## config.mk

```make
export PLATFORM = sky130hd
export DESIGN_NAME = charger_control_regs
export DESIGN_NICKNAME = d
export VERILOG_FILES = /design/src/charger_control_regs.v /design/src/pass_switch_sequencer.v /design/src/hv_negotiator.v
export VERILOG_INCLUDE_DIRS = /design/src
export SDC_FILE = /design/constraint.sdc
export NUM_CORES = 1
export LEC_CHECK = 0
export ABC_CLOCK_PERIOD_IN_PS = 3600
export BUFFER_PORTS_ARGS = -buffer_cell sky130_fd_sc_hd__buf_2
export CORE_AREA = 2 2 96 98
export DETAILED_ROUTE_END_ITERATION = 6
export DIE_AREA = 0 0 98 100
export GPL_ROUTABILITY_DRIVEN = 1
export PLACE_DENSITY = 0.8
export SYNTH_ARGS = -nofsm -noshare
export SYNTH_HDL_FRONTEND = slang
export SYNTH_SLANG_ARGS = --single-unit
export TNS_END_PERCENT = 20
```

## constraint.sdc

```tcl
create_clock -name core_clk_i -period 3.6 [get_ports core_clk_i]
set_input_delay 0.36 -clock core_clk_i [delete_from_list [all_inputs] [get_ports core_clk_i]]
set_output_delay 0.36 -clock core_clk_i [all_outputs]
set_load 0.03 [all_outputs]
```

## src/charger_control_defines.vh

```
// register offsets, field positions, reset values and timing counts for the
// charger control register bank; included by every design file of the bank
`ifndef CHARGER_CONTROL_DEFINES_VH
`define CHARGER_CONTROL_DEFINES_VH

// ----------------------------------------------------------------------------
// register offsets
// ----------------------------------------------------------------------------
`define ADDR_CONV_CTL2 8'h17
`define ADDR_PSW_CTL3 8'h18
`define ADDR_PROT_CTL4 8'h19

// ----------------------------------------------------------------------------
// reset values (variant b differs in bit 2 of the protection register)
// ----------------------------------------------------------------------------
`define RST_CONV_CTL2 8'h4F
`define RST_PSW_CTL3 8'h04
`define RST_PROT_CTL4 8'hC0
`define RST_PROT_CTL4_VARB 8'hC4

// ----------------------------------------------------------------------------
// field positions
// ----------------------------------------------------------------------------
`define BIT_RESTORE 7
`define BIT_THERMAL 6
`define BIT_OVP 0
`define BIT_RSVD_CTL2 1
`define BIT_BOOST_ON 6
`define BIT_BOOST_PFM 5
`define BIT_BUCK_PFM 4
`define BIT_WITH_INPUT 3
`define BIT_PSW_DLY 2
`define BIT_UVLO 5
`define BIT_OTG_MIN 4
`define BIT_REQ9 3
`define BIT_REQ12 2

// ----------------------------------------------------------------------------
// reserved codes and action codes
// ----------------------------------------------------------------------------
`define FREQ_RESERVED 2'h3
`define STRN_RESERVED 2'h2
`define ACT_NORMAL 2'h0
`define ACT_SHUTDOWN 2'h1
`define ACT_SHIP 2'h2
`define ACT_SYS_RESET 2'h3

// ----------------------------------------------------------------------------
// timing
// ----------------------------------------------------------------------------
`define CLK_FREQ_KHZ 40000
`define PSW_SHORT_DLY_MS 20
`define PSW_LONG_DLY_S 10
`define PSW_SHORT_DLY_CYC (`PSW_SHORT_DLY_MS * `CLK_FREQ_KHZ)
`define PSW_LONG_DLY_CYC (`PSW_LONG_DLY_S * 1000 * `CLK_FREQ_KHZ)

`endif

```

## src/charger_control_regs.v

```verilog
// What this block does
// - restore bit resets all registers, self-clears
// - thermal select: zero 60C, one 120C
// - switch rate trim codes, code 3 reserved
// - gate drive weak/normal/strong, default strong
// - overvoltage level 6.3V or 18.5V, default high
// - boost on bit, cleared by restore, watchdog
// - boost pulse skip disable bit
// - buck pulse skip disable bit
// - pass switch with input bit read-only zero
// - action delay 20ms or 10s, default 10s
// - action codes normal/shutdown/ship/system reset
// - discharge peak limit codes, default 12A
// - undervoltage and short thresholds chosen together
// - boost minimum cell level selection
// - clearing nine after success: twelve or release
// - both requested: twelve first, nine only if twelve fails
// - clearing twelve with nine set starts nine
// - variant b: bit 2 external limit enable
// - fast stage rate sets foldback divisor
//
// holds the three charger control registers behind a byte-wide register port
// fed by the serial management engine; analogue loops consume the outputs
`timescale 1ns/1ps
`include "charger_control_defines.vh"

module charger_control_regs #(
  parameter VARIANT_B = 0,
  parameter SHORT_DLY_CYC = `PSW_SHORT_DLY_CYC,
  parameter LONG_DLY_CYC = `PSW_LONG_DLY_CYC
) (
  input wire core_clk_i,
  input wire sys_rst_i,
  input wire reg_wr_i,
  input wire reg_rd_i,
  input wire [7:0] reg_addr_i,
  input wire [7:0] reg_wdata_i,
  input wire wdog_expire_i,
  input wire adapter_present_i,
  input wire det_done_i,
  input wire det_ok_i,
  output reg [7:0] reg_rdata_o,
  output reg reg_rvalid_o,
  output reg timer_reset_o,
  output reg thermal_limit_select_o,
  output reg [1:0] switch_rate_trim_o,
  output reg [1:0] gate_drive_level_o,
  output reg input_overvoltage_level_o,
  output reg boost_output_on_o,
  output reg boost_pulse_skip_off_o,
  output reg buck_pulse_skip_off_o,
  output reg [1:0] psw_fire_code_o,
  output reg psw_fire_o,
  output reg [1:0] discharge_peak_limit_o,
  output reg cell_undervoltage_level_o,
  output reg boost_min_cell_level_o,
  output reg external_limit_pin_on_o,
  output reg [2:0] fast_stage_divisor_o,
  output reg det_start_o,
  output reg det_target_12v_o,
  output reg bias_release_o,
  output reg [1:0] adapter_level_o
);

  // ----------------------------------------------------------------------------
  // stored fields
  // ----------------------------------------------------------------------------
  localparam [7:0] PROT_RST = VARIANT_B ? `RST_PROT_CTL4_VARB : `RST_PROT_CTL4;
  // named copies, since a bare literal cannot be sliced
  localparam [7:0] CTL2_RST = `RST_CONV_CTL2;
  localparam [7:0] CTL3_RST = `RST_PSW_CTL3;

  reg thermal_r; // thermal limit select
  reg [1:0] freq_r; // switch rate trim, as written
  reg [1:0] strn_r; // gate drive level, as written
  reg ovp_r; // input overvoltage level
  reg boost_on_r; // boost output on
  reg boost_pfm_r; // boost pulse skip off
  reg buck_pfm_r; // buck pulse skip off
  reg psw_dly_r; // long action delay
  reg [1:0] psw_act_r; // pass switch action
  reg [1:0] peak_r; // discharge peak limit
  reg uvlo_r; // cell undervoltage pair
  reg otg_min_r; // boost minimum cell level
  reg req9_r; // nine volt request
  reg req12_r; // twelve volt request or external limit enable
  reg [1:0] rate_r; // fast stage c rate

  // ----------------------------------------------------------------------------
  // decode
  // ----------------------------------------------------------------------------
  wire wr_ctl2 = reg_wr_i && (reg_addr_i == `ADDR_CONV_CTL2);
  wire wr_ctl3 = reg_wr_i && (reg_addr_i == `ADDR_PSW_CTL3);
  wire wr_ctl4 = reg_wr_i && (reg_addr_i == `ADDR_PROT_CTL4);
  // restore wins over every other write in the same cycle
  wire restore = wr_ctl2 && reg_wdata_i[`BIT_RESTORE];

  wire seq_fire; // sequencer fired its action
  wire [1:0] seq_code; // action it fired
  wire hv_start; // negotiator outputs
  wire hv_tgt12;
  wire hv_release;
  wire [1:0] hv_level;

  // ----------------------------------------------------------------------------
  // register writes
  // ----------------------------------------------------------------------------
  // restore and async reset load the same defaults
  always @(posedge core_clk_i or posedge sys_rst_i) begin
    if (sys_rst_i) begin
      {thermal_r, freq_r, strn_r, ovp_r} <= {CTL2_RST[6:2], CTL2_RST[0]};
      {boost_on_r, boost_pfm_r, buck_pfm_r} <= CTL3_RST[6:4];
      {psw_dly_r, psw_act_r} <= CTL3_RST[2:0];
      {peak_r, uvlo_r, otg_min_r, req9_r, req12_r, rate_r} <= PROT_RST;
    end else if (restore) begin
      {thermal_r, freq_r, strn_r, ovp_r} <= {CTL2_RST[6:2], CTL2_RST[0]};
      {boost_on_r, boost_pfm_r, buck_pfm_r} <= CTL3_RST[6:4];
      {psw_dly_r, psw_act_r} <= CTL3_RST[2:0];
      {peak_r, uvlo_r, otg_min_r, req9_r, req12_r, rate_r} <= PROT_RST;
    end else begin
      if (wr_ctl2) begin
        thermal_r <= reg_wdata_i[`BIT_THERMAL];
        freq_r <= reg_wdata_i[5:4];
        strn_r <= reg_wdata_i[3:2];
        ovp_r <= reg_wdata_i[`BIT_OVP];
      end
      // watchdog clears boost; a host write in the same cycle still lands
      if (wr_ctl3) begin
        boost_on_r <= reg_wdata_i[`BIT_BOOST_ON];
        boost_pfm_r <= reg_wdata_i[`BIT_BOOST_PFM];
        buck_pfm_r <= reg_wdata_i[`BIT_BUCK_PFM];
        psw_dly_r <= reg_wdata_i[`BIT_PSW_DLY];
        psw_act_r <= reg_wdata_i[1:0];
      end else begin
        if (wdog_expire_i) begin
          boost_on_r <= 1'b0;
        end
        if (seq_fire) begin
          psw_act_r <= `ACT_NORMAL; // one-shot action
        end
      end
      if (wr_ctl4) begin
        peak_r <= reg_wdata_i[7:6];
        uvlo_r <= reg_wdata_i[`BIT_UVLO];
        otg_min_r <= reg_wdata_i[`BIT_OTG_MIN];
        // nine volt bit is reserved on variant b
        req9_r <= VARIANT_B ? 1'b0 : reg_wdata_i[`BIT_REQ9];
        req12_r <= reg_wdata_i[`BIT_REQ12];
        rate_r <= reg_wdata_i[1:0];
      end else if (wdog_expire_i) begin
        req12_r <= PROT_RST[`BIT_REQ12];
      end
    end
  end

  // ----------------------------------------------------------------------------
  // read back
  // ----------------------------------------------------------------------------
  reg [7:0] rd_mux; // value of the addressed register

  // restore bit always reads zero; reserved bits read their reset value
  always @* begin
    if (reg_addr_i == `ADDR_CONV_CTL2) begin
      rd_mux = {1'b0, thermal_r, freq_r, strn_r, CTL2_RST[`BIT_RSVD_CTL2], ovp_r};
    end else if (reg_addr_i == `ADDR_PSW_CTL3) begin
      // bit 7 reserved, bit 3 read-only zero
      rd_mux = {1'b0, boost_on_r, boost_pfm_r, buck_pfm_r, 1'b0, psw_dly_r, psw_act_r};
    end else if (reg_addr_i == `ADDR_PROT_CTL4) begin
      rd_mux = {peak_r, uvlo_r, otg_min_r, req9_r, req12_r, rate_r};
    end else begin
      rd_mux = 8'h00; // unmapped
    end
  end

  // read data registered, valid one cycle after the strobe
  always @(posedge core_clk_i or posedge sys_rst_i) begin
    if (sys_rst_i) begin
      reg_rdata_o <= 8'h00;
      reg_rvalid_o <= 1'b0;
    end else begin
      reg_rvalid_o <= reg_rd_i;
      if (reg_rd_i) begin
        reg_rdata_o <= rd_mux;
      end
    end
  end

  // ----------------------------------------------------------------------------
  // effective settings
  // ----------------------------------------------------------------------------
  // reserved codes leave the last legal setting in force; that keeps a bad
  // write from pushing the converter into an untested corner
  always @(posedge core_clk_i or posedge sys_rst_i) begin
    if (sys_rst_i) begin
      timer_reset_o <= 1'b0;
      thermal_limit_select_o <= CTL2_RST[`BIT_THERMAL];
      switch_rate_trim_o <= CTL2_RST[5:4];
      gate_drive_level_o <= CTL2_RST[3:2];
      input_overvoltage_level_o <= CTL2_RST[`BIT_OVP];
      boost_output_on_o <= 1'b0;
      boost_pulse_skip_off_o <= 1'b0;
      buck_pulse_skip_off_o <= 1'b0;
      discharge_peak_limit_o <= PROT_RST[7:6];
      cell_undervoltage_level_o <= 1'b0;
      boost_min_cell_level_o <= 1'b0;
      external_limit_pin_on_o <= 1'b0;
      fast_stage_divisor_o <= 3'h1;
    end else begin
      timer_reset_o <= restore;
      thermal_limit_select_o <= thermal_r;
      if (freq_r != `FREQ_RESERVED) begin
        switch_rate_trim_o <= freq_r;
      end
      if (strn_r != `STRN_RESERVED) begin
        gate_drive_level_o <= strn_r;
      end
      input_overvoltage_level_o <= ovp_r;
      boost_output_on_o <= boost_on_r;
      boost_pulse_skip_off_o <= boost_pfm_r;
      buck_pulse_skip_off_o <= buck_pfm_r;
      discharge_peak_limit_o <= peak_r;
      cell_undervoltage_level_o <= uvlo_r;
      boost_min_cell_level_o <= otg_min_r;
      external_limit_pin_on_o <= VARIANT_B ? req12_r : 1'b0;
      // divisor for foldback = charge setting x ratio / rate
      case (rate_r)
        2'h0: fast_stage_divisor_o <= 3'h1;
        2'h1: fast_stage_divisor_o <= 3'h2;
        2'h2: fast_stage_divisor_o <= 3'h4;
        default: fast_stage_divisor_o <= 3'h6;
      endcase
    end
  end

  // ----------------------------------------------------------------------------
  // pass switch action and adapter negotiation
  // ----------------------------------------------------------------------------
  pass_switch_sequencer #(
    .SHORT_DLY_CYC(SHORT_DLY_CYC),
    .LONG_DLY_CYC(LONG_DLY_CYC)
  ) u_psw (
    .core_clk_i(core_clk_i),
    .sys_rst_i(sys_rst_i),
    .action_i(psw_act_r),
    .long_dly_i(psw_dly_r),
    .adapter_present_i(adapter_present_i),
    .fire_code_o(seq_code),
    .fire_o(seq_fire)
  );

  // negotiation exists only on the first variant
  hv_negotiator u_hv (
    .core_clk_i(core_clk_i),
    .sys_rst_i(sys_rst_i),
    .enable_i(VARIANT_B == 0),
    .nine_volt_request_i(req9_r),
    .twelve_volt_request_i(req12_r),
    .det_done_i(det_done_i),
    .det_ok_i(det_ok_i),
    .det_start_o(hv_start),
    .det_target_12v_o(hv_tgt12),
    .bias_release_o(hv_release),
    .adapter_level_o(hv_level)
  );

  // outputs re-registered so every top output leaves a flip-flop here
  always @(posedge core_clk_i or posedge sys_rst_i) begin
    if (sys_rst_i) begin
      psw_fire_o <= 1'b0;
      psw_fire_code_o <= 2'h0;
      det_start_o <= 1'b0;
      det_target_12v_o <= 1'b0;
      bias_release_o <= 1'b0;
      adapter_level_o <= 2'h0;
    end else begin
      psw_fire_o <= seq_fire;
      psw_fire_code_o <= seq_code;
      det_start_o <= hv_start;
      det_target_12v_o <= hv_tgt12;
      bias_release_o <= hv_release;
      adapter_level_o <= hv_level;
    end
  end

endmodule // charger_control_regs

```

## src/pass_switch_sequencer.v

```verilog
// delays a requested pass-switch action and fires it once when the delay ends with no adapter present
// assumes the action code and delay select are held steady by the register bank
`timescale 1ns/1ps
`include "charger_control_defines.vh"

module pass_switch_sequencer #(
  parameter SHORT_DLY_CYC = `PSW_SHORT_DLY_CYC,
  parameter LONG_DLY_CYC = `PSW_LONG_DLY_CYC
) (
  input wire core_clk_i,
  input wire sys_rst_i,
  input wire [1:0] action_i,
  input wire long_dly_i,
  input wire adapter_present_i,
  output reg [1:0] fire_code_o,
  output reg fire_o
);

  // ----------------------------------------------------------------------------
  // delay counter
  // ----------------------------------------------------------------------------
  reg [31:0] cnt_r; // cycles left before the action
  reg busy_r; // a delay is running
  reg [1:0] code_r; // action captured at start

  // a change of code restarts the delay; the code returning to normal cancels it
  always @(posedge core_clk_i or posedge sys_rst_i) begin
    if (sys_rst_i) begin
      cnt_r <= 32'h00000000;
      busy_r <= 1'b0;
      code_r <= 2'h0;
      fire_o <= 1'b0;
      fire_code_o <= 2'h0;
    end else begin
      fire_o <= 1'b0;
      if (action_i == `ACT_NORMAL) begin
        busy_r <= 1'b0; // cancelled
        code_r <= `ACT_NORMAL;
      end else if (!busy_r || action_i != code_r) begin
        busy_r <= 1'b1;
        code_r <= action_i;
        // delay chosen by the delay select bit
        cnt_r <= long_dly_i ? LONG_DLY_CYC[31:0] - 32'h00000001 :
                              SHORT_DLY_CYC[31:0] - 32'h00000001;
      end else if (cnt_r != 32'h00000000) begin
        cnt_r <= cnt_r - 32'h00000001;
      end else begin
        busy_r <= 1'b0;
        // with an adapter present the action stays blocked
        if (!adapter_present_i) begin
          fire_o <= 1'b1;
          fire_code_o <= code_r;
        end
      end
    end
  end

endmodule // pass_switch_sequencer

```

## src/hv_negotiator.v

```verilog
// sequences high-voltage adapter detection from the two request bits
// assumes a detection front end that answers each start with one done pulse
`timescale 1ns/1ps
`include "charger_control_defines.vh"

module hv_negotiator (
  input wire core_clk_i,
  input wire sys_rst_i,
  input wire enable_i,
  input wire nine_volt_request_i,
  input wire twelve_volt_request_i,
  input wire det_done_i,
  input wire det_ok_i,
  output reg det_start_o,
  output reg det_target_12v_o,
  output reg bias_release_o,
  output reg [1:0] adapter_level_o
);

  // ----------------------------------------------------------------------------
  // states
  // ----------------------------------------------------------------------------
  localparam ST_DCP = 3'h0; // dedicated charger, no negotiation
  localparam ST_DET9 = 3'h1;
  localparam ST_DET12 = 3'h2;
  localparam ST_GOT9 = 3'h3;
  localparam ST_GOT12 = 3'h4;

  reg [2:0] st_r; // current state
  reg armed_r; // both requests seen cleared since last run

  // from ST_DCP, requests only start a run after both were cleared first
  always @(posedge core_clk_i or posedge sys_rst_i) begin
    if (sys_rst_i) begin
      st_r <= ST_DCP;
      armed_r <= 1'b0;
      det_start_o <= 1'b0;
      det_target_12v_o <= 1'b0;
      bias_release_o <= 1'b0;
      adapter_level_o <= 2'h0;
    end else begin
      det_start_o <= 1'b0;
      bias_release_o <= 1'b0;
      if (!enable_i) begin
        st_r <= ST_DCP;
        armed_r <= 1'b0;
        adapter_level_o <= 2'h0;
      end else begin
        case (st_r)
          ST_DCP: begin
            if (!nine_volt_request_i && !twelve_volt_request_i) begin
              armed_r <= 1'b1;
            end else if (armed_r) begin
              armed_r <= 1'b0;
              det_start_o <= 1'b1;
              // twelve volts tried first when both are asked
              det_target_12v_o <= twelve_volt_request_i;
              st_r <= twelve_volt_request_i ? ST_DET12 : ST_DET9;
            end
          end
          ST_DET12: begin
            if (det_done_i && det_ok_i) begin
              st_r <= ST_GOT12; // nine volt step skipped
              adapter_level_o <= 2'h2;
            end else if (det_done_i && nine_volt_request_i) begin
              det_start_o <= 1'b1;
              det_target_12v_o <= 1'b0;
              st_r <= ST_DET9;
            end else if (det_done_i) begin
              bias_release_o <= 1'b1;
              st_r <= ST_DCP;
            end
          end
          ST_DET9: begin
            if (det_done_i && det_ok_i) begin
              st_r <= ST_GOT9;
              adapter_level_o <= 2'h1;
            end else if (det_done_i) begin
              bias_release_o <= 1'b1;
              st_r <= ST_DCP;
            end
          end
          ST_GOT9: begin
            if (!nine_volt_request_i && twelve_volt_request_i) begin
              det_start_o <= 1'b1;
              det_target_12v_o <= 1'b1;
              st_r <= ST_DET12;
            end else if (!nine_volt_request_i) begin
              bias_release_o <= 1'b1;
              adapter_level_o <= 2'h0;
              st_r <= ST_DCP;
            end
          end
          ST_GOT12: begin
            if (!twelve_volt_request_i && nine_volt_request_i) begin
              det_start_o <= 1'b1;
              det_target_12v_o <= 1'b0;
              st_r <= ST_DET9;
            end else if (!twelve_volt_request_i) begin
              bias_release_o <= 1'b1;
              adapter_level_o <= 2'h0;
              st_r <= ST_DCP;
            end
          end
          default: begin
            st_r <= ST_DCP;
          end
        endcase
      end
    end
  end

endmodule // hv_negotiator

```

**After elaboration in Yosys (flattened, before gate mapping)**

Index checks and enable logic that the tools add are counted.

- Register bits after elaboration: 101
- Input bits: 24
- Output and inout port bits: 35
- Logic and storage cells: 201

- Add/sub/neg operators: 1
- Eq/ne operators: 27
- Mux-type cells: 91
- Bitwise operators: 4
- Reductions and logical operators: 32

Operator list:

| operator | number |
|---|---|
| 2-to-1 mux 32 bit | 2 |
| 2-to-1 mux 1 bit | 49 |
| 2-to-1 mux 2 bit | 20 |
| nonzero test 32 bit | 1 |
| subtractor 32 x 1 -> 32 bit (second input constant) | 1 |
| 2-to-1 mux 3 bit | 10 |
| 2-to-1 mux 29 bit | 1 |
| equality test 8 x 5 -> 1 bit (second input constant) | 3 |
| 2-to-1 mux 8 bit | 3 |
| != test 2 bit (second input constant) | 8 |
| one-hot mux 3 bit (5 select lines) | 1 |
| AND reduction 7 bit | 2 |
| != test 2 x 1 -> 1 bit (second input constant) | 6 |
| one-hot mux 1 bit (4 select lines) | 3 |
| nonzero test 2 bit | 5 |
| logical AND 1 bit | 9 |
| one-hot mux 3 bit (3 select lines) | 1 |
| nonzero test 3 bit | 3 |
| one-hot mux 2 bit (4 select lines) | 1 |
| AND reduction 4 bit | 2 |
| nonzero test 4 bit | 2 |
| equality test 3 x 2 -> 1 bit (second input constant) | 2 |
| != test 3 x 2 -> 1 bit (second input constant) | 2 |
| logical NOT 2 bit | 2 |
| 11 further kinds | 16 |

**Longest topological paths before layout**

Gate-level depths: netlist (run 1).

- Word-level depth: 4
- Depth in mapped cells: 9
- Depth with buffers taken out: 8

**Modules after synthesis**

From an unflattened synthesis (run 1), not the netlist that was laid out.

- Cell total of the unflattened synthesis: 518
- Area total of the unflattened synthesis: 5190.0 um2

Modules (own cells, without submodules):

| module | times used | cells an instance | area an instance (um2) | seq. area each (um2) |
|---|---|---|---|---|
| pass_switch_sequencer | 1 | 252 | 2304.7 | 950.9 |
| charger_control_regs | 1 | 186 | 2232.1 | 1368.8 |
| hv_negotiator | 1 | 80 | 653.1 | 225.2 |

**Worst setup path before layout (run 1)**

No wires, ideal clock.

- Path type: reg2reg
- Start point: register u_psw.cnt_r[0]
- End point: register u_psw.cnt_r[22]
- Setup time: 0.126 ns
- Arrival time: 2.708 ns
- Required time: 3.474 ns
- Path slack: 0.766 ns
- Cell stages (with the launch flop): 10
- Buffers on the path: 1
- Clock period less this slack: 2.834 ns
- Cells stage by stage: dfrtp_1 -> inv_1 -> ha_1 -> or4b_1 -> buf_2 -> or4_4 -> o31ai_4 -> inv_2 -> and3_1 -> o32a_1

- Word-level cells in the longest chain between the ends: 3
- Elaborated cells on any way between the ends: 6
- Classes of those cells: add/sub (1); mux (2); reduce/logical (3)

RTL lines:

| what | line | source |
|---|---|---|
| start, declared | pass_switch_sequencer.v:22 | `reg [31:0] cnt_r;` |
| start signal, assigned | pass_switch_sequencer.v:43 | `cnt_r <= long_dly_i ? LONG_DLY_CYC[31:0] - 32'h00000001 :` |
| start signal, assigned | pass_switch_sequencer.v:46 | `cnt_r <= cnt_r - 32'h00000001;` |
| subtractor 32 x 1 -> 32 bit / nonzero test 32 bit (equally long branches) | pass_switch_sequencer.v:46, pass_switch_sequencer.v:45 |  |
| 2-to-1 mux 32 bit / nonzero test 2 bit (equally long branches) | - |  |
| 2-to-1 mux 32 bit / AND reduction 2 bit (equally long branches) | - |  |

Parallel ways exist; a longest one is shown, timed or not. The select of a mux whose other input is x is not followed.
A chain may end at the register's enable or synchronous reset.

**Worst setup path in the final report (run 1)**

Ends and elaborated chain as after synthesis.

==> results of run 1 <==
## worst register-to-register path, delay by kind of cell (launching register included)
kind | cells | cell delay [ns]
compound gates | 2 | 0.76
fa+ha+maj | 1 | 0.20
buf+inv | 2 | 0.24
flops | 1 | 0.42
simple gates | 3 | 1.45
## layout by cell type, fill, tap and decap left out, drive strengths merged, types with 4 or more instances in the layout
cell    instances
nand3          16
nand4           7
nand2          47
nand2b          8
nand3b          5
o31ai           9
nor2           47
mux2i           9
a21oi          37
mux2            4
o22ai           5
o211ai          4
a311oi          4
a221oi          5
buf            67
or4             6
a211oi          6
clkbuf         10
nor4           12
or2             5
o21ai          26
a31o            4
dfstp          14
nor2b           5
dfrtp          87
a31oi           6
nor3           20
o41ai           5
and3            5
inv            21
## final cells by class
class | count | area [um^2]
Multi-Input combinational cell | 361 | 2190
Clock inverter | 6 | 53.8
Sequential cell | 101 | 2540
Inverter | 18 | 70.1
Fill cell | 759 | 3410
Tap cell | 111 | 139
Timing Repair Buffer | 67 | 360
Clock buffer | 10 | 128
## stage by stage
stage          hold WS (ns)  instance area (um^2)
6_report             0.0932                  5480
5_1_grt               0.135                  5480
4_1_cts               0.114                  5480
3_5_place_dp          0.336                  5300
3_3_place_gp          0.336                  5300
2_1_floorplan         0.331                  4920
## power by group
part / switching (mW) / total [mW] / internal (mW) / leakage, nW
Combinational: 0.406 / 0.683 / 0.277 / 1.05
Sequential: 0.242 / 1.57 / 1.33 / 1.27
Clock: 0.411 / 0.675 / 0.264 / 0.0894
## flip-flops by register name, summed over array words and instances (netlist names), 2 cells and up
register	count
switch_rate_trim_o	2
peak_r	2
reg_rdata_o	8
adapter_level_o	2
psw_act_r	2
rate_r	2
strn_r	2
psw_fire_code_o	2
fast_stage_divisor_o	3
u_psw.fire_code_o	2
discharge_peak_limit_o	2
u_psw.code_r	2
u_psw.cnt_r	32
u_hv.adapter_level_o	2
freq_r	2
gate_drive_level_o	2
u_hv.st_r	3
## layer usage
metal,share of wire (%),global-route usage (%),vias up
met5,0,0,-
met1,41,34.5,2105
met3,7.2,4.74,25
li1,-,-,1997
met4,1.5,8.97,0
met2,50,42.7,205
## logic make-up (layout without fill, tap and decap cells)
logic type	count (synthesis)	in the layout	share of synthesized area [%]
AO/OA/AOI/OAI	149	149	21.1
XOR/XNOR	2	2	0.356
adder cells (fa/ha/maj)	1	1	0.254
buffers and inverters	49	101	3.84
flip-flops	101	101	51.7
multiplexers	13	13	2.75
other	1	1	0.0762
AND/OR/NAND/NOR	195	195	20.0
## worst max path at each step
stage                               endpoint  slack, ns
after floorplan           adapter_level_o[0]       0.62
after global placement       u_psw.cnt_r[22]       0.55
after detailed placement     u_psw.cnt_r[22]       0.50
after CTS                    u_psw.cnt_r[22]       0.47
after global routing         u_psw.cnt_r[22]       0.31
final                        u_psw.cnt_r[22]       0.42
==> results.yml, run 1 <==
run_status:
  status: "completed"
die:
  core_area_mm2: 0.00889
  ios: 59
  start_util_pct: 55.4
  rows: 35
  die_width_um: 98
  die_area_mm2: 0.00980
  die_y_um: 100
worst_setup_path:
  r2r_end: "u_psw.cnt_r[22]"
  slowest_delay_ns: 0.64
  worstSetupPathType: "reg -> reg"
  start_kind: "flop"
  reg2reg_depth: 8
  crit_family: "simple AND/OR/NAND/NOR gates"
  crit_cells: 8
  r2r_start: "u_psw.cnt_r[0]"
  cp_num_buf_inv: 2
  cp-end-kind: "flop"
  cp_max_fo: 9
  path_cells: "inv_1 -> ha_1 -> or4b_1 -> or4_4 -> o31ai_4 -> inv_2 -> and3_1 -> o32a_1"
  reg2reg_slack_ns: 0.42
  critPathRequiredTime_ns: 3.84
  crit_path_start: "u_psw.cnt_r[0]"
  arrival_ns: 3.43
  critPathSlowestCell: "or4_4"
synth:
  synth-seq-area-share_pct: 51.7
  synth.area.top_cells: "dfrtp_1 44%, dfstp_2 7.5%, a21oi_1 3.8%, nand2_1 3.6%, nor2_1 3.6%"
  syn_nets: 536
  synth_most_common_cell: "dfrtp_1"
  synth-edff-count: 0
  syn_area_mm2: 0.00492
  async_flop_share_pct: 100
  yosys_register_bits: 101
  yosysWarnings: 0
  synth_top_area_share_pct: 44.2
  synthCells: 511
  ys.flop_type: "dfrtp_1"
  synth.avg_cell_area_um2: 9.63
  synth_top_area_cell: "dfrtp_1"
  synth_commonest_cells: "87 x dfrtp_1, 47 x nand2_1, 47 x nor2_1"
  yosysUniqueCellTypes: 70
layout:
  drive_above_1_share_pct: 20.6
  nets: 583
  final_core_util_pct: 61.7
  finalNonFillerCells: 674
  n_antenna_cell: 0
  area_delta_synth_final_pct: 11.4
global_route:
  gr-total-overflow: 0
  grt_util_all_layers_pct: 25.8
  grt_pass1_wl_mm: 20.4
  grt_max_degree: 57
  antenna_found_initial: 0
  grt_pass1_vias: 4107
cts:
  cts.sinks: 101
  cts-root-buf: "clkbuf_8"
  post-cts-setup-buffer-count: 0
  post_cts_resized: 0
  clk_path_buf_depth: 2
  postCtsHoldBufs: 0
  clk_pin_slew_ns: 0.10
  clk-insertion-delay-late_ns: 0.37
  cts-buffers-inserted: 9
  cts_tree: "yes"
  h-tree-depth: 3
drt:
  route.antenna.remaining_nets: 0
  wl_per_cell_um: 18.3
  drc: 0
  totalWireLength_mm: 12.3
  viasPerCell: 6.43
  drt_pass1_iterations: 5
  vias: 4332
  first_iter_violations: 313
timing:
  finalCritPeriodShare_pct: 88.4
  drv_slew: 0
  final_hold_viol_count: 0
  tightest_slew_ns: 0.849
  fmax_ghz: 0.314
  fin_crit_ns: 3.18
  setup_ws_ns: 0.416
  grt_setup_unrepaired: "false"
  fin_worst_skew_ns: 0.0184
  setup_viol: 0
  max-slew-margin-rel_pct: 43.0
  final.setup.tns_ns: 0
place:
  place.gp.congestion: 0.940
  dp.cells: 658
  dp_worst_setup_slack_ns: 0.501
  port-buffer-count: 57
  hpwl_mm: 8.56
min_path:
  hp-class: "in -> async"
job:
  drv_cap: 0
pwr:
  p_per_area_mw_per_mm2: 535
  power.total_mw: 2.93
  vdd_drop_max_mv: 0.343
  p_leak_nw: 2.40
Power figures use the tool's default switching activity.
==> run 2, diff against run 1 <==
- ABC_AREA: unset -> 1
- CORE_AREA: 2 2 96 98 -> 2 2 98 100
- DIE_AREA: 0 0 98 100 -> 0 0 100 102
- PLACE_DENSITY: 0.8 -> 0.81
==> results.yml, run 2 <==
run_status:
  status: "completed"
place:
  dp.cells: 851
  place.gp.congestion: 0.938
  hpwl_mm: 8.95
  port-buffer-count: 57
drt:
  drc: 0
  drt_pass1_iterations: 6
  viasPerCell: 5.41
  wl_per_cell_um: 13.9
  route.antenna.remaining_nets: 0
  totalWireLength_mm: 12.1
  first_iter_violations: 286
  vias: 4692
synth:
  synth-edff-count: 0
  synthCells: 697
  yosysUniqueCellTypes: 36
  syn_nets: 722
  async_flop_share_pct: 100
  syn_area_mm2: 0.00529
  synth_commonest_cells: "222 x nand2_1, 89 x inv_1, 87 x dfrtp_1"
  yosys_register_bits: 101
  synth_most_common_cell: "nand2_1"
  yosysWarnings: 0
  synth-seq-area-share_pct: 48.1
  ys.flop_type: "dfrtp_1"
  synth_top_area_cell: "dfrtp_1"
  synth.avg_cell_area_um2: 7.59
  synth_top_area_share_pct: 41.2
  synth.area.top_cells: "dfrtp_1 41%, nand2_1 16%, dfstp_2 7.0%, nand3_1 6.8%, inv_1 6.3%"
timing:
  whs_ns: 0.0304
  final_hold_viol_count: 0
  tightest_slew_ns: 0.821
  setup_viol: 0
  final.setup.tns_ns: 0
  fin_worst_skew_ns: 0.00833
  fin_crit_ns: 2.25
  max-slew-margin-rel_pct: 44.8
  finalCritPeriodShare_pct: 62.4
  fmax_ghz: 0.445
  grt_setup_unrepaired: "false"
  drv_slew: 0
global_route:
  grt_max_degree: 42
  gr-total-overflow: 0
  grt_pass1_wl_mm: 20.8
  grt_use_met3_pct: 5.34
  top_usage_layer: "met2"
  grt_pass1_vias: 4514
  antenna_found_initial: 0
  grt_util_all_layers_pct: 25.7
  gr-usage-met1_pct: 33.2
  grt_util_met2_pct: 43.5
worst_setup_path:
  cp_max_fo: 26
  critPathSlowestCell: "dfrtp_1"
  crit_family: "simple AND/OR/NAND/NOR gates"
  start_kind: "flop"
  path_cells: "inv_1 -> ha_1 -> nand2_2 -> nor2_4 -> nand2_2 -> o21ai_2 -> nand2_2 -> nand3_1 -> nand2_1"
  reg2reg_slack_ns: 1.35
  r2r_start: "u_psw.cnt_r[0]"
  worstSetupPathType: "reg -> reg"
  arrival_ns: 2.50
  r2r_end: "u_psw.cnt_r[30]"
  reg2reg_depth: 9
  slowest_delay_ns: 0.39
  critPathRequiredTime_ns: 3.85
  cp-end-kind: "flop"
  cp_num_buf_inv: 1
  crit_path_frequent_cell: "nand2_2"
die:
  die_width_um: 100
  start_util_pct: 58.0
  core_area_mm2: 0.00911
  die_area_mm2: 0.0102
  ios: 59
  die_y_um: 102
  rows: 35
job:
  drv_cap: 0
layout:
  largest_reg_flops: 32
  finalNonFillerCells: 867
  drive_above_1_share_pct: 16.8
  area_delta_synth_final_pct: 10.2
  mostFrequentLayoutCells: "222 x nand2_1, 88 x inv_1, 87 x dfrtp_1"
  largestRegisters: "u_psw.cnt_r (32), reg_rdata_o (8)"
  nets: 776
  largest_register: "u_psw.cnt_r"
  n_antenna_cell: 0
  final_common_cell: "nand2_1"
cts:
  cts-root-buf: "clkbuf_8"
  cts.sinks: 101
  postCtsHoldBufs: 0
  post_cts_resized: 0
  post-cts-setup-buffer-count: 0
  cts_tree: "yes"
  clk-insertion-delay-late_ns: 0.37
  h-tree-depth: 3
  clk_path_buf_depth: 2
  clk_pin_slew_ns: 0.10
  cts-buffers-inserted: 9
min_path:
  hp-class: "in -> async"
pwr:
  vdd_drop_max_mv: 0.294
  power.total_mw: 3.18
  p_leak_nw: 3.04
  p_per_area_mw_per_mm2: 546
==> run 2: worst max-delay path by stage <==
stage	startpoint	to	slack (ns)	cells past startpoint
2_1_floorplan	sys_rst_i	adapter_level_o[0]	0.62	1
3_3_place_gp	reg_addr_i[5]	uvlo_r	1.39	5
3_5_place_dp	reg_addr_i[5]	psw_dly_r	1.23	6
4_1_cts	u_psw.cnt_r[0]	u_psw.cnt_r[30]	1.38	9
5_1_grt	u_psw.cnt_r[0]	u_psw.cnt_r[4]	1.17	9
6_report	u_psw.cnt_r[0]	u_psw.cnt_r[30]	1.35	9
==> run 2: layout make-up <==
class	count	area (um^2)
clock inverter	5	40.0
inverter	89	337
multi-input combinational	490	2310
tap	111	139
clock buffer	11	151
timing repair buffer	60	308
fill	804	3280
sequential	101	2540
==> run 2: worst register-to-register path, cell delays in order, from the launching register on <==
cell and delay, ns:
dfrtp_1 0.39, inv_1 0.11, ha_1 0.25, nand2_2 0.13, nor2_4 0.24, nand2_2 0.13, o21ai_2 0.21, nand2_2 0.36
nand3_1 0.24, nand2_1 0.07
==> run 2: routing by layer <==
metal / wire length, um / vias to the layer above
met3: 753 / 25
met5: 0 / -
met4: 241 / 0
met1: 5140 / 2192
met2: 5960 / 180
li1: - / 2295
==> run 2: cell families after synthesis <==
logic type / share of synthesized area [%]
adders and majority gates: 0.237
AOI/OAI and AO/OA: 7.10
xor gates and xnor gates: 1.49
and+or+nand+nor: 34.8
buffers and inverters: 8.21
DFF: 48.1
other: 0.0709
==> run 2: stage by stage <==
stage | setup WS (ns) | area, um^2 | utilization, %
after floorplan | 0.616 | 5290 | -
after global placement | 1.39 | 5640 | 61.9
after detailed placement | 1.23 | 5640 | 61.9
after CTS | 1.38 | 5830 | 64.0
after global routing | 1.17 | 5830 | 64.0
final | 1.35 | 5830 | 64.0
==> run 2: report_power, final <==
group | total, mW | leakage [nW] | internal [mW] | switching (mW)
registers | 1.54 | 1.29 | 1.33 | 0.204
clock network | 0.694 | 0.100 | 0.296 | 0.398
logic | 0.951 | 1.66 | 0.314 | 0.637
total | 3.18 | 3.04 | 1.94 | 1.24
